`config.mk`:
```
export PLATFORM = sky130hd
export DESIGN_NAME = sfhc_top
export DESIGN_NICKNAME = d
export VERILOG_FILES = /design/src/sfhc_pkg.sv /design/src/sfhc_top.sv
export SDC_FILE = /design/constraint.sdc
export NUM_CORES = 1
export LEC_CHECK = 0
export BUFFER_PORTS_ARGS = -buffer_cell sky130_fd_sc_hd__buf_2
export CORE_ASPECT_RATIO = 0.9
export CORE_MARGIN = 1
export CORE_UTILIZATION = 61
export DETAILED_ROUTE_END_ITERATION = 8
export PLACE_DENSITY = 0.89
export SETUP_SLACK_MARGIN = 0.1
export SYNTH_ARGS = -nofsm -noshare
export SYNTH_HDL_FRONTEND = slang
export SYNTH_SLANG_ARGS = --single-unit
```
`constraint.sdc`:
```
create_clock -name clock_i -period 2.9 [get_ports clock_i]
set_input_delay 0 -clock clock_i [delete_from_list [all_inputs] [get_ports clock_i]]
set_output_delay 0 -clock clock_i [all_outputs]
set_load 0.005 [all_outputs]
```
`src/sfhc_pkg.sv`:
```
/*
 * Package for the status, fault and heating control block: register map,
 * field positions, reset values, heater modes and timing constants.
 * Assumes a 100 MHz system clock.
 */
package sfhc_pkg;

    // Clock
    localparam int unsigned CLK_FREQ_HZ = 100_000_000;

    // Timing figures in their own units
    localparam int unsigned STALE_LIMIT_S = 10;
    localparam int unsigned STATIC_FAULT_S = 60;
    localparam int unsigned HEAT_ERR_ON_S = 3;
    localparam int unsigned HEAT_OFF_DELAY_S = 10;
    localparam int unsigned HOUR_S = 3600;

    // One second in clock cycles
    localparam int unsigned SEC_CYCLES = CLK_FREQ_HZ;

    // Operating hours counter wraps after about 11.4 years
    localparam int unsigned HOURS_WIDTH = 17;
    // Last count before the wrap, 99999 hours
    localparam logic [HOURS_WIDTH-1:0] HOURS_MAX = 17'h1869f;

    // Temperature limits in tenths of a degree C, signed
    localparam logic signed [15:0] TEMP_ON_LIMIT = 16'sh0014;
    localparam logic signed [15:0] TEMP_OFF_LIMIT = 16'sh0046;

    // Register offsets
    localparam logic [3:0] REG_OP_STATUS = 4'h0;
    localparam logic [3:0] REG_ERR_STATUS = 4'h1;
    localparam logic [3:0] REG_CONFIG = 4'h2;
    localparam logic [3:0] REG_AVG_TIME = 4'h3;
    localparam logic [3:0] REG_HOURS = 4'h4;
    localparam logic [3:0] REG_IRQ_STATUS = 4'h5;
    localparam logic [3:0] REG_IRQ_ENABLE = 4'h6;
    localparam logic [3:0] REG_IRQ_CLEAR = 4'h7;

    // Operating status field positions
    localparam int unsigned OP_FILL_LSB = 1;
    localparam int unsigned OP_HEAT_CRIT = 5;
    localparam int unsigned OP_HEAT_ON = 6;

    // Error status field positions
    localparam int unsigned ERR_GENERAL = 0;
    localparam int unsigned ERR_STATIC = 1;

    // Config register fields: [1:0] heater mode, [2] error level, [3] aux pin heater input
    localparam int unsigned CFG_MODE_LSB = 0;
    localparam int unsigned CFG_LEVEL_BIT = 2;
    localparam int unsigned CFG_AUX_BIT = 3;

    // Interrupt bits
    localparam int unsigned IRQ_GENERAL = 0;
    localparam int unsigned IRQ_STATIC = 1;
    localparam int unsigned IRQ_HEAT = 2;

    // Reset values
    localparam logic [1:0] HEATER_MODE_RESET = 2'h1;
    localparam logic [15:0] AVG_TIME_RESET = 16'h000a;

    // Heater modes
    typedef enum logic [1:0] {
        SFHC_HEAT_OFF,
        SFHC_HEAT_AUTO,
        SFHC_HEAT_ALWAYS
    } sfhc_heat_mode_e;

endpackage

```
`src/sfhc_top.sv`:
```
/*
 * Status, fault and heating control block. Builds the operating and error
 * status bytes, detects stale measurements, forces analog and telegram
 * outputs into the error state, runs the three-mode heater control and
 * keeps the operating hours counter.
 * Assumes a single 100 MHz clock; measurement inputs come from logic on
 * the same clock, the aux pin comes from outside and is synchronised.
 */
// Local design decisions: strobed register access and the placing of the registers.
`timescale 1ns/1ps

module sfhc_top
    import sfhc_pkg::*;
#(
    parameter int unsigned SEC_COUNT = SEC_CYCLES,
    parameter int unsigned FILL_WIDTH = 16,
    parameter int unsigned ANA_WIDTH = 16
) (
    // Clock and reset
    input wire logic clock_i,
    input wire logic reset_n_i,
    // Register port
    input wire logic [3:0] reg_addr_i,
    input wire logic [15:0] reg_wdata_i,
    input wire logic reg_write_i,
    input wire logic reg_read_i,
    output logic [15:0] reg_rdata_o,
    // Measurement path
    input wire logic meas_valid_i,
    input wire logic [FILL_WIDTH-1:0] fill_count_i,
    input wire logic [FILL_WIDTH-1:0] fill_capacity_i,
    input wire logic signed [15:0] virt_temp_i,
    input wire logic [ANA_WIDTH-1:0] analog_value_i,
    input wire logic analog_enable_i,
    // Auxiliary digital pin, heater permit level
    input wire logic aux_digital_io_pin_i,
    // Outputs
    output logic heater_o,
    output logic [ANA_WIDTH-1:0] analog_o,
    output logic error_telegram_o,
    output logic irq_o
);

    ////////////////////////////////////////////////////////////////////////////
    // State

    typedef struct packed {
        logic [1:0] aux_sync;
        logic [1:0] heater_mode_setting;
        logic error_analog_level_select;
        logic aux_pin_function_setting;
        logic [15:0] averaging_time_param;
        logic [31:0] sec_div;
        logic sec_tick;
        logic [7:0] stale_sec;
        logic [7:0] err_sec;
        logic [3:0] heat_off_sec;
        logic [11:0] hour_sec;
        logic [HOURS_WIDTH-1:0] hours;
        logic heat_request;
        logic heater;
        logic general_err;
        logic static_err;
        logic [ANA_WIDTH-1:0] analog_hold;
        logic [ANA_WIDTH-1:0] analog;
        logic telegram_err;
        logic [2:0] irq_status;
        logic [2:0] irq_enable;
        logic [15:0] rdata;
    } sfhc_state_s;

    sfhc_state_s st;
    sfhc_state_s next_st;

    // Fill code: n when count above n/8 and at most (n+1)/8 of capacity
    function automatic logic [2:0] sfhc_fill_code(input logic [FILL_WIDTH-1:0] cnt,
                                                  input logic [FILL_WIDTH-1:0] cap);
        logic [FILL_WIDTH+2:0] c8;
        logic [2:0] code;
        c8 = {cnt, 3'h0};
        code = 3'h0;
        for (int n = 1; n < 8; n++) begin
            if (c8 > (FILL_WIDTH+3)'(cap) * (FILL_WIDTH+3)'(n)) begin
                code = 3'(n);
            end
        end
        return code;
    endfunction

    logic [2:0] fill_code;
    logic heat_criterion;
    logic heat_permit;
    logic [7:0] op_status;
    logic [7:0] err_status;
    logic [2:0] irq_events;

    ////////////////////////////////////////////////////////////////////////////
    // Next state

    always_comb begin
        next_st = st;
        next_st.aux_sync = {st.aux_sync[0], aux_digital_io_pin_i};

        // One-second tick
        next_st.sec_tick = 1'b0;
        if (st.sec_div >= SEC_COUNT - 1) begin
            next_st.sec_div = '0;
            next_st.sec_tick = 1'b1;
        end else begin
            next_st.sec_div = st.sec_div + 32'h1;
        end

        // Staleness in seconds since last valid measurement
        if (meas_valid_i) begin
            next_st.stale_sec = '0;
        end else if (st.sec_tick && st.stale_sec != 8'hff) begin
            next_st.stale_sec = st.stale_sec + 8'h1;
        end

        // General malfunction
        if (st.averaging_time_param < 16'(STALE_LIMIT_S)) begin
            next_st.general_err = (st.stale_sec >= 8'(STALE_LIMIT_S));
        end else begin
            // Count below half of averaging time, one value per second
            next_st.general_err = ({fill_count_i, 1'b0} <
                                   (FILL_WIDTH+1)'(st.averaging_time_param));
        end

        // Duration of continuous error in seconds
        if (!st.general_err) begin
            next_st.err_sec = '0;
        end else if (st.sec_tick && st.err_sec != 8'hff) begin
            next_st.err_sec = st.err_sec + 8'h1;
        end
        next_st.static_err = (st.err_sec > 8'(STATIC_FAULT_S));

        // Heater request with hysteresis
        if (heat_criterion) begin
            next_st.heat_request = 1'b1;
            next_st.heat_off_sec = '0;
        // Off delay runs only once warm and free of error, keeping the hysteresis
        end else if (st.heat_request && virt_temp_i > TEMP_OFF_LIMIT && !st.general_err) begin
            if (st.heat_off_sec >= 4'(HEAT_OFF_DELAY_S)) begin
                next_st.heat_request = 1'b0;
            end else if (st.sec_tick) begin
                next_st.heat_off_sec = st.heat_off_sec + 4'h1;
            end
        end else begin
            next_st.heat_off_sec = '0;
        end

        // Heater drive by mode
        case (sfhc_heat_mode_e'(st.heater_mode_setting))
            SFHC_HEAT_OFF: next_st.heater = 1'b0;
            SFHC_HEAT_ALWAYS: next_st.heater = heat_permit;
            SFHC_HEAT_AUTO: next_st.heater = st.heat_request && heat_permit;
            default: next_st.heater = 1'b0;
        endcase

        // Operating hours
        if (st.sec_tick) begin
            if (st.hour_sec >= 12'(HOUR_S - 1)) begin
                next_st.hour_sec = '0;
                // Wrap at the last five-digit count rather than the binary limit
                if (st.hours >= HOURS_MAX) begin
                    next_st.hours = '0;
                end else begin
                    next_st.hours = st.hours + 1'b1;
                end
            end else begin
                next_st.hour_sec = st.hour_sec + 12'h1;
            end
        end

        // Analog output: hold last value while stale, force level on error
        if (meas_valid_i) begin
            next_st.analog_hold = analog_value_i;
        end
        if (!analog_enable_i) begin
            next_st.analog = '0;
        end else if (st.general_err) begin
            next_st.analog = st.error_analog_level_select ? '1 : '0;
        end else begin
            next_st.analog = meas_valid_i ? analog_value_i : st.analog_hold;
        end
        next_st.telegram_err = st.general_err;

        // Interrupt events from the flags just computed above
        irq_events = 3'h0;
        irq_events[IRQ_GENERAL] = next_st.general_err && !st.general_err;
        irq_events[IRQ_STATIC] = next_st.static_err && !st.static_err;
        irq_events[IRQ_HEAT] = next_st.heater != st.heater;

        // Interrupts: set wins over clear
        next_st.irq_status = st.irq_status;
        if (reg_write_i && reg_addr_i == REG_IRQ_CLEAR) begin
            next_st.irq_status = st.irq_status & ~reg_wdata_i[2:0];
        end
        next_st.irq_status = next_st.irq_status | irq_events;

        // Register writes
        if (reg_write_i) begin
            case (reg_addr_i)
                REG_CONFIG: begin
                    next_st.heater_mode_setting = reg_wdata_i[CFG_MODE_LSB +: 2];
                    next_st.error_analog_level_select = reg_wdata_i[CFG_LEVEL_BIT];
                    next_st.aux_pin_function_setting = reg_wdata_i[CFG_AUX_BIT];
                end
                REG_AVG_TIME: next_st.averaging_time_param = reg_wdata_i;
                REG_IRQ_ENABLE: next_st.irq_enable = reg_wdata_i[2:0];
                default: next_st.rdata = st.rdata;
            endcase
        end

        // Register reads, data valid the next cycle
        next_st.rdata = '0;
        if (reg_read_i) begin
            case (reg_addr_i)
                REG_OP_STATUS: next_st.rdata = {8'h00, op_status};
                REG_ERR_STATUS: next_st.rdata = {8'h00, err_status};
                REG_CONFIG: next_st.rdata = {12'h000, st.aux_pin_function_setting,
                                             st.error_analog_level_select,
                                             st.heater_mode_setting};
                REG_AVG_TIME: next_st.rdata = st.averaging_time_param;
                REG_HOURS: next_st.rdata = st.hours[15:0];
                REG_IRQ_STATUS: next_st.rdata = {13'h0000, st.irq_status};
                REG_IRQ_ENABLE: next_st.rdata = {13'h0000, st.irq_enable};
                default: next_st.rdata = '0;
            endcase
        end
    end

    ////////////////////////////////////////////////////////////////////////////
    // Combinational decode

    always_comb begin
        fill_code = sfhc_fill_code(fill_count_i, fill_capacity_i);
        heat_criterion = (virt_temp_i < TEMP_ON_LIMIT) ||
                         (st.err_sec > 8'(HEAT_ERR_ON_S));
        heat_permit = !st.aux_pin_function_setting || st.aux_sync[1];
        op_status = 8'h00;
        op_status[OP_FILL_LSB +: 3] = fill_code;
        op_status[OP_HEAT_CRIT] = heat_criterion &&
                                  (st.heater_mode_setting == HEATER_MODE_RESET);
        op_status[OP_HEAT_ON] = st.heater;
        err_status = 8'h00;
        err_status[ERR_GENERAL] = st.general_err;
        err_status[ERR_STATIC] = st.static_err;
    end

    ////////////////////////////////////////////////////////////////////////////
    // Registers

    always_ff @(posedge clock_i or negedge reset_n_i) begin
        if (!reset_n_i) begin
            st <= '0;
            st.heater_mode_setting <= HEATER_MODE_RESET;
            st.averaging_time_param <= AVG_TIME_RESET;
        end else begin
            st <= next_st;
        end
    end

    // Outputs
    assign reg_rdata_o = st.rdata;
    assign heater_o = st.heater;
    assign analog_o = st.analog;
    assign error_telegram_o = st.telegram_err;
    assign irq_o = |(st.irq_status & st.irq_enable);

    ////////////////////////////////////////////////////////////////////////////
    // Assertions

    property p_heat_bit;
        @(posedge clock_i) disable iff (!reset_n_i)
        $past(reg_read_i && reg_addr_i == REG_OP_STATUS) |->
        reg_rdata_o[OP_HEAT_ON] == $past(heater_o);
    endproperty
    a_heat_bit: assert property (p_heat_bit) else $error("heat bit mismatch");

    property p_mode_off;
        @(posedge clock_i) disable iff (!reset_n_i)
        st.heater_mode_setting == 2'h0 |=> !heater_o;
    endproperty
    a_mode_off: assert property (p_mode_off) else $error("heater on in mode 0");

    property p_mode_on;
        @(posedge clock_i) disable iff (!reset_n_i)
        (st.heater_mode_setting == 2'h2 && heat_permit) |=> heater_o;
    endproperty
    a_mode_on: assert property (p_mode_on) else $error("heater off in mode 2");

    property p_permit;
        @(posedge clock_i) disable iff (!reset_n_i)
        !heat_permit |=> !heater_o;
    endproperty
    a_permit: assert property (p_permit) else $error("heater on while blocked");

    property p_reserved;
        @(posedge clock_i) disable iff (!reset_n_i)
        op_status[0] == 1'b0 && op_status[4] == 1'b0 && op_status[7] == 1'b0
        && err_status[7:2] == 6'h00;
    endproperty
    a_reserved: assert property (p_reserved) else $error("reserved bit set");

    property p_stale;
        @(posedge clock_i) disable iff (!reset_n_i)
        (st.averaging_time_param < 16'h000a && st.stale_sec >= 8'h0a) |=> st.general_err;
    endproperty
    a_stale: assert property (p_stale) else $error("stale error missed");

    property p_analog_force;
        @(posedge clock_i) disable iff (!reset_n_i)
        (analog_enable_i && st.general_err) |=>
        analog_o == ($past(st.error_analog_level_select) ? {ANA_WIDTH{1'b1}} : {ANA_WIDTH{1'b0}});
    endproperty
    a_analog_force: assert property (p_analog_force) else $error("analog not forced");

    property p_hold;
        @(posedge clock_i) disable iff (!reset_n_i)
        (analog_enable_i && !st.general_err && !meas_valid_i) |=>
        analog_o == $past(st.analog_hold);
    endproperty
    a_hold: assert property (p_hold) else $error("analog not held");

    property p_general_long;
        @(posedge clock_i) disable iff (!reset_n_i)
        (st.averaging_time_param >= 16'(STALE_LIMIT_S) &&
         {fill_count_i, 1'b0} < (FILL_WIDTH+1)'(st.averaging_time_param)) |=> st.general_err;
    endproperty
    a_general_long: assert property (p_general_long) else $error("half buffer missed");

    property p_heat_crit;
        @(posedge clock_i) disable iff (!reset_n_i)
        $past(reg_read_i && reg_addr_i == REG_OP_STATUS && virt_temp_i < TEMP_ON_LIMIT
              && st.heater_mode_setting == 2'h1) |-> reg_rdata_o[OP_HEAT_CRIT];
    endproperty
    a_heat_crit: assert property (p_heat_crit) else $error("criterion bit missed");

    property p_off_delay;
        @(posedge clock_i) disable iff (!reset_n_i)
        $fell(st.heat_request) |-> $past(st.heat_off_sec) >= 4'(HEAT_OFF_DELAY_S);
    endproperty
    a_off_delay: assert property (p_off_delay) else $error("heater off too soon");

    property p_irq_set;
        @(posedge clock_i) disable iff (!reset_n_i)
        $rose(st.general_err) |-> st.irq_status[IRQ_GENERAL];
    endproperty
    a_irq_set: assert property (p_irq_set) else $error("error event lost");

    property p_hours;
        @(posedge clock_i) disable iff (!reset_n_i)
        st.hours <= HOURS_MAX &&
        (!$changed(st.hours) || st.hours == '0 || st.hours == $past(st.hours) + 1'b1);
    endproperty
    a_hours: assert property (p_hours) else $error("hours counter jump");

    property p_telegram;
        @(posedge clock_i) disable iff (!reset_n_i)
        $rose(st.general_err) |=> error_telegram_o && err_status[ERR_GENERAL];
    endproperty
    a_telegram: assert property (p_telegram) else $error("error telegram late");

    property p_static;
        @(posedge clock_i) disable iff (!reset_n_i)
        st.static_err |-> st.err_sec > 8'h3c || $past(st.err_sec) > 8'h3c;
    endproperty
    a_static: assert property (p_static) else $error("static fault too early");

    c_heater_on: cover property (@(posedge clock_i) disable iff (!reset_n_i) $rose(heater_o));
    c_general: cover property (@(posedge clock_i) disable iff (!reset_n_i) $rose(st.general_err));
    c_irq: cover property (@(posedge clock_i) disable iff (!reset_n_i) $rose(irq_o));
    c_static: cover property (@(posedge clock_i) disable iff (!reset_n_i) $rose(st.static_err));

endmodule

```
# ---- After elaboration in Yosys (flattened, before gate mapping)
# Index checks and enable logic that the tools add are counted.
# Widths: inputs -> output; s select.
dict set report classes {
  n_addsub 6
  multipliers 4
  order_cmp 18
  eq_ne 15
  mux 31
  bitwise 4
  reduce_logical 25
}
# operator n
set op_table {}
lappend op_table {{$pmux 16 s7} 1}
lappend op_table {{$mux 16} 5}
lappend op_table {{$gt 19x19->1} 3}
lappend op_table {{$gt 19x18->1} 2}
lappend op_table {{$mul 16x3->19 const B} 2}
lappend op_table {{$mul 16x2->18 const B} 2}
lappend op_table {{$add 32x1->32 const B} 1}
lappend op_table {{$ge 32x27->1 const B} 1}
lappend op_table {{$mux 32} 1}
lappend op_table {{$mux 8} 4}
lappend op_table {{$mux 3} 7}
lappend op_table {{$gt 19x16->1} 1}
lappend op_table {{$gt 19x17->1} 1}
lappend op_table {{$add 17x1->17 const B} 1}
lappend op_table {{$ge 17x17->1 const B} 1}
lappend op_table {{$lt 17x16->1} 1}
lappend op_table {{$mux 17} 1}
lappend op_table {{$add 8x1->8 const B} 2}
lappend op_table {{$eq 4x3->1 const B} 4}
lappend op_table {{$gt 16x8->1 const B} 1}
lappend op_table {{$lt 16x4->1 const B} 1}
lappend op_table {{$lt 16x6->1 const B} 1}
lappend op_table {{$mux 4} 4}
lappend op_table {{$ne 8x8->1 const B} 2}
lappend op_table {{27 further kinds} 53}
dict set report word_totals {
  reg_bits 163
  inputBits 91
  out_inout_bits 35
  elab_cells 125
}

# ---- Logic depth before layout (Yosys ltp)
dict set report depth {
  ltp_word 10
  depth_mapped 22
  mapped_depth_nobuf 22
}

# ---- Worst setup path after synthesis
# Ideal clock, no wire load.
dict set report synth_timing {
  path_kind {input-to-reg}
  from {in fill_capacity_i[1]}
  to {reg st (netlist bit reg_rdata_o[2])}
  setup_time_ns 0.111
  arrival_ns 3.857
  required_ns 2.789
  path_slack_ns -1.068
  cell_stages 18
  path_buffers 0
  path_cell_list {fa_1 ha_1 a21o_1 a21oi_1 o21a_1 o21ai_1 a2111oi_2 nor3_1 or4_1 a21oi_1 xor2_1 ha_1 nand4_1 a311oi_1 o21ai_1 nand4_1 and4b_1 a2111oi_2}
}
# element line_no
set synth_lines {}
lappend synth_lines {{start: declaration} sfhc_top.sv:31} ;# input wire logic [FILL_WIDTH-1:0] fill_capacity_i,
lappend synth_lines {{end signal: assignment} sfhc_top.sv:260} ;# st <= next_st;
lappend synth_lines {{end: declaration} sfhc_top.sv:72} ;# sfhc_state_s st;

==> flow_metrics.env <==
export IMPL_crit_chain="buf_8 -> buf_4 -> fa_1 -> ha_1 -> a21o_1 -> a21oi_2 -> o21a_1 -> o21ai_2 -> a2111oi_4 -> nor3_1 -> or4_1 -> a21oi_2 -> xor2_1 -> ha_1 -> a21o_1 -> a21oi_2 -> o21ai_1 -> o21ai_2 -> nand4_1 -> and4b_2 -> a2111oi_4"
export IMPL_coreArea_sq_um=20300
export IMPL_period_needed_ns=4.23
export IMPL_synth_top_area_frac=0.313
export IMPL_rsz0062_at_grt="yes"
export IMPL_clock_root_buffer="clkbuf_16"
export IMPL_hold_path_class="in2reg"
export IMPL_cpMostUsedCell="a21oi_2"
export IMPL_min_path_cells=4
export IMPL_dieHeight_um=139
export IMPL_insertion_delay_ns=0.46
export IMPL_fillerInstances=1069
export IMPL_fin_skew_ns=0.0231
export IMPL_cts_max_level=4
export IMPL_endpoint_kind="register"
export IMPL_placedCellCount=1898
export IMPL_fp_dieW_um=155
export IMPL_post_place_ws_ns=-1.82
export IMPL_seq_area_frac_synth=0.319
export IMPL_ir_drop_uv=465
export IMPL_cts_sinks=163
export IMPL_ys_dominant_reg_cell="dfrtp_1"
export IMPL_yosysUniqueCellTypes=75
export IMPL_ff2ff_setup_slack_ns=0.17
export IMPL_synth_area_leader_cell="dfrtp_1"
export IMPL_fin_cells=1980
export IMPL_drtIter0Drc=1884
export IMPL_path_buf_inv=2
export IMPL_nets=1980
export IMPL_grt_remaining_overflow=0
export IMPL_netlist_instances=1364
export IMPL_track_usage=0.408
export IMPL_start_util=0.631
export IMPL_crit_required_ns=3.18
export IMPL_startpoint_type="input pin"
export IMPL_yosysWarnings=0
export IMPL_ios=126
export IMPL_slew_violations=0
export IMPL_via_per_inst=6.65
export IMPL_outcome="complete, but fails checks"
export IMPL_ant_nets=0
export IMPL_layout_setup_ws_ns=-1.33
export IMPL_crit_path_max_fanout=4
export IMPL_grt_max_degree=126
export IMPL_placed_area_sq_um=14900
export IMPL_max_freq_ghz=0.236
export IMPL_r2r_end="err_status[0]"
export IMPL_synth_edff_count=0
export IMPL_worstMarginPinSlew_ns=1.43
export IMPL_hpwl_mm=28.0
export IMPL_slowest_stage="fa_1"
export IMPL_drive_gt1_frac=0.263
export IMPL_layout_commonest_cell="ha_1"
export IMPL_critPathTopFamily="compound AO/OA/AOI/OAI gates"
export IMPL_avgSynthCellArea_sq_um=9.39
export IMPL_mostFrequentLayoutCells="187 x ha_1, 186 x buf_4, 160 x dfrtp_1, 148 x nor2_1, 122 x buf_2"
export IMPL_max_stage_delay_ns=0.47
export IMPL_r2r_start="st[142]"
export IMPL_cap_violations=0
export IMPL_finalHoldViolations=0
export IMPL_synthArstFlopShare=1.00
export IMPL_cts_buffers=17
export IMPL_setup_viol=3
export IMPL_via_count=13158
export IMPL_p_leak_uw=0.00777
export IMPL_drc=0
export IMPL_critical_path_class="in2reg"
export IMPL_cp_arrival_ns=4.51
export IMPL_antenna_found_initial=2
export IMPL_area_growth_pct=25.5
export IMPL_final_area_sq_um=16100
export IMPL_wire_per_inst_um=22.5
export IMPL_ys_ff_latch=163
export IMPL_holdPathEnd="st[58]"
export IMPL_globalplace_congestion=0.948
export IMPL_clk_pin_slew_ns=0.07
export IMPL_finalCritPeriodShare=1.46
export IMPL_tritoncts="done"
export IMPL_grt_pass1_wl_mm=67.9
export IMPL_wirelength_mm=44.6
export IMPL_io_buffers=125
export IMPL_synth_area_sq_um=12800
export IMPL_violations="negative setup slack"
export IMPL_dr_pass1_iters=7
export IMPL_rows=49
export IMPL_r2r_cells=11
export IMPL_dieArea_sq_um=21600
export IMPL_worst_hold_slack_ns=0.0373
export IMPL_clock_path_buffers=2
export IMPL_power_density_nw_per_um2=504
export IMPL_synth_area_leaders="dfrtp_1 31%, ha_1 19%, nor2_1 4.4%"
export IMPL_grt_pass1_vias=13366
export IMPL_slew_headroom=0.0346
export IMPL_min_delay_start="virt_temp_i[15]"
## layer usage
metal | up-vias | track usage | routed length [um]
met1 | 6156 | 0.476 | 15500
met2 | 1061 | 0.662 | 20300
met5 | - | 0 | 0
met3 | 354 | 0.115 | 5260
li1 | 5587 | - | -
met4 | 0 | 0.262 | 3570
## cells in the mapped netlist, drive strengths merged, types with 15 or more instances
cell    count
nor3       26
dfrtp     160
nand2      68
xnor2      38
o21ai      68
nand4      33
clkbuf     19
nor2      150
a21oi      72
o21a       18
inv        75
xor2       47
fa         18
and3       20
nand2b     15
mux2       39
a21o       26
ha        190
nand3      47
buf        34
## how the worst max path moves through the flow
stage / start / endpoint / slack (ns) / cells after the start
floorplan: fill_capacity_i[3] / reg_rdata_o[2] / -0.94 / 18
global placement: fill_capacity_i[0] / reg_rdata_o[2] / -1.50 / 23
detailed placement: fill_capacity_i[2] / reg_rdata_o[2] / -1.82 / 24
CTS: fill_capacity_i[1] / reg_rdata_o[2] / -1.09 / 23
global route: fill_capacity_i[1] / reg_rdata_o[2] / -1.37 / 25
finish: fill_capacity_i[1] / reg_rdata_o[2] / -1.33 / 21
## tightest hold or removal path: stages
cell,delay [ns]
buf_2,0.10
nor3_1,0.05
nand4_1,0.19
a21o_1,0.11
## cell families (layout without fill, tap and decap cells)
family                     Yosys count  count (layout)  synth area share
and+or+nand+nor                    436             436             0.169
AOI/OAI and AO/OA                  294             294             0.151
adders and majority gates          211             211             0.216
DFF                                163             163             0.319
buffers and inverters              129             455            0.0475
xor gates and xnor gates            85              85            0.0581
muxes                               45              45            0.0390
other                                1              11          0.000293
## sequential cells by signal, summed over array words and instances (netlist names)
signal / cells
heater_o: 1
reg_rdata_o: 16
analog_o: 16
error_telegram_o: 1
st: 126
err_status: 2
next_st: 1
## power by group
part | switching [uW] | total [uW] | internal, uW
Clock | 1110 | 2280 | 1160
Sequential | 223 | 2700 | 2470
Combinational | 1650 | 3120 | 1470
Total | 2980 | 8090 | 5110
## what timing repair did
| item | 4_1_cts | 5_1_grt |
|---|---|---|
| buffers inserted | 7 | 3 |
| gates cloned | 0 | 0 |
| resized for setup | 16 | 34 |
| endpoints found under the hold margin | 180 | 0 |
| hold buffers | 34 | 0 |
| pin swaps | 20 | 28 |
| setup endpoints to repair | 3 | 9 |
## per-stage QoR
| step | TNS (ns) | util | power [uW] |
|---|---|---|---|
| after floorplan | -2.50 | - | 4270 |
| after global placement | -4.28 | 0.732 | 5220 |
| after detailed placement | -5.03 | 0.732 | 5400 |
| after CTS | -2.97 | 0.783 | 7710 |
| after global routing | -3.88 | 0.792 | 8420 |
| final | -3.77 | 0.792 | 8090 |
## cell type report
class / count / area, sq um / area share
diodes: 6 / 15.0 / 0.000934
clock inverters: 14 / 133 / 0.00825
flip-flops and latches: 163 / 4080 / 0.254
inverters: 76 / 285 / 0.0177
repair buffers: 347 / 2420 / 0.151
multi-input cells: 1076 / 8340 / 0.519
well taps: 280 / 350 / 0.0218
clock buffers: 18 / 439 / 0.0273
No activity file was read; power rests on OpenSTA's default activity.
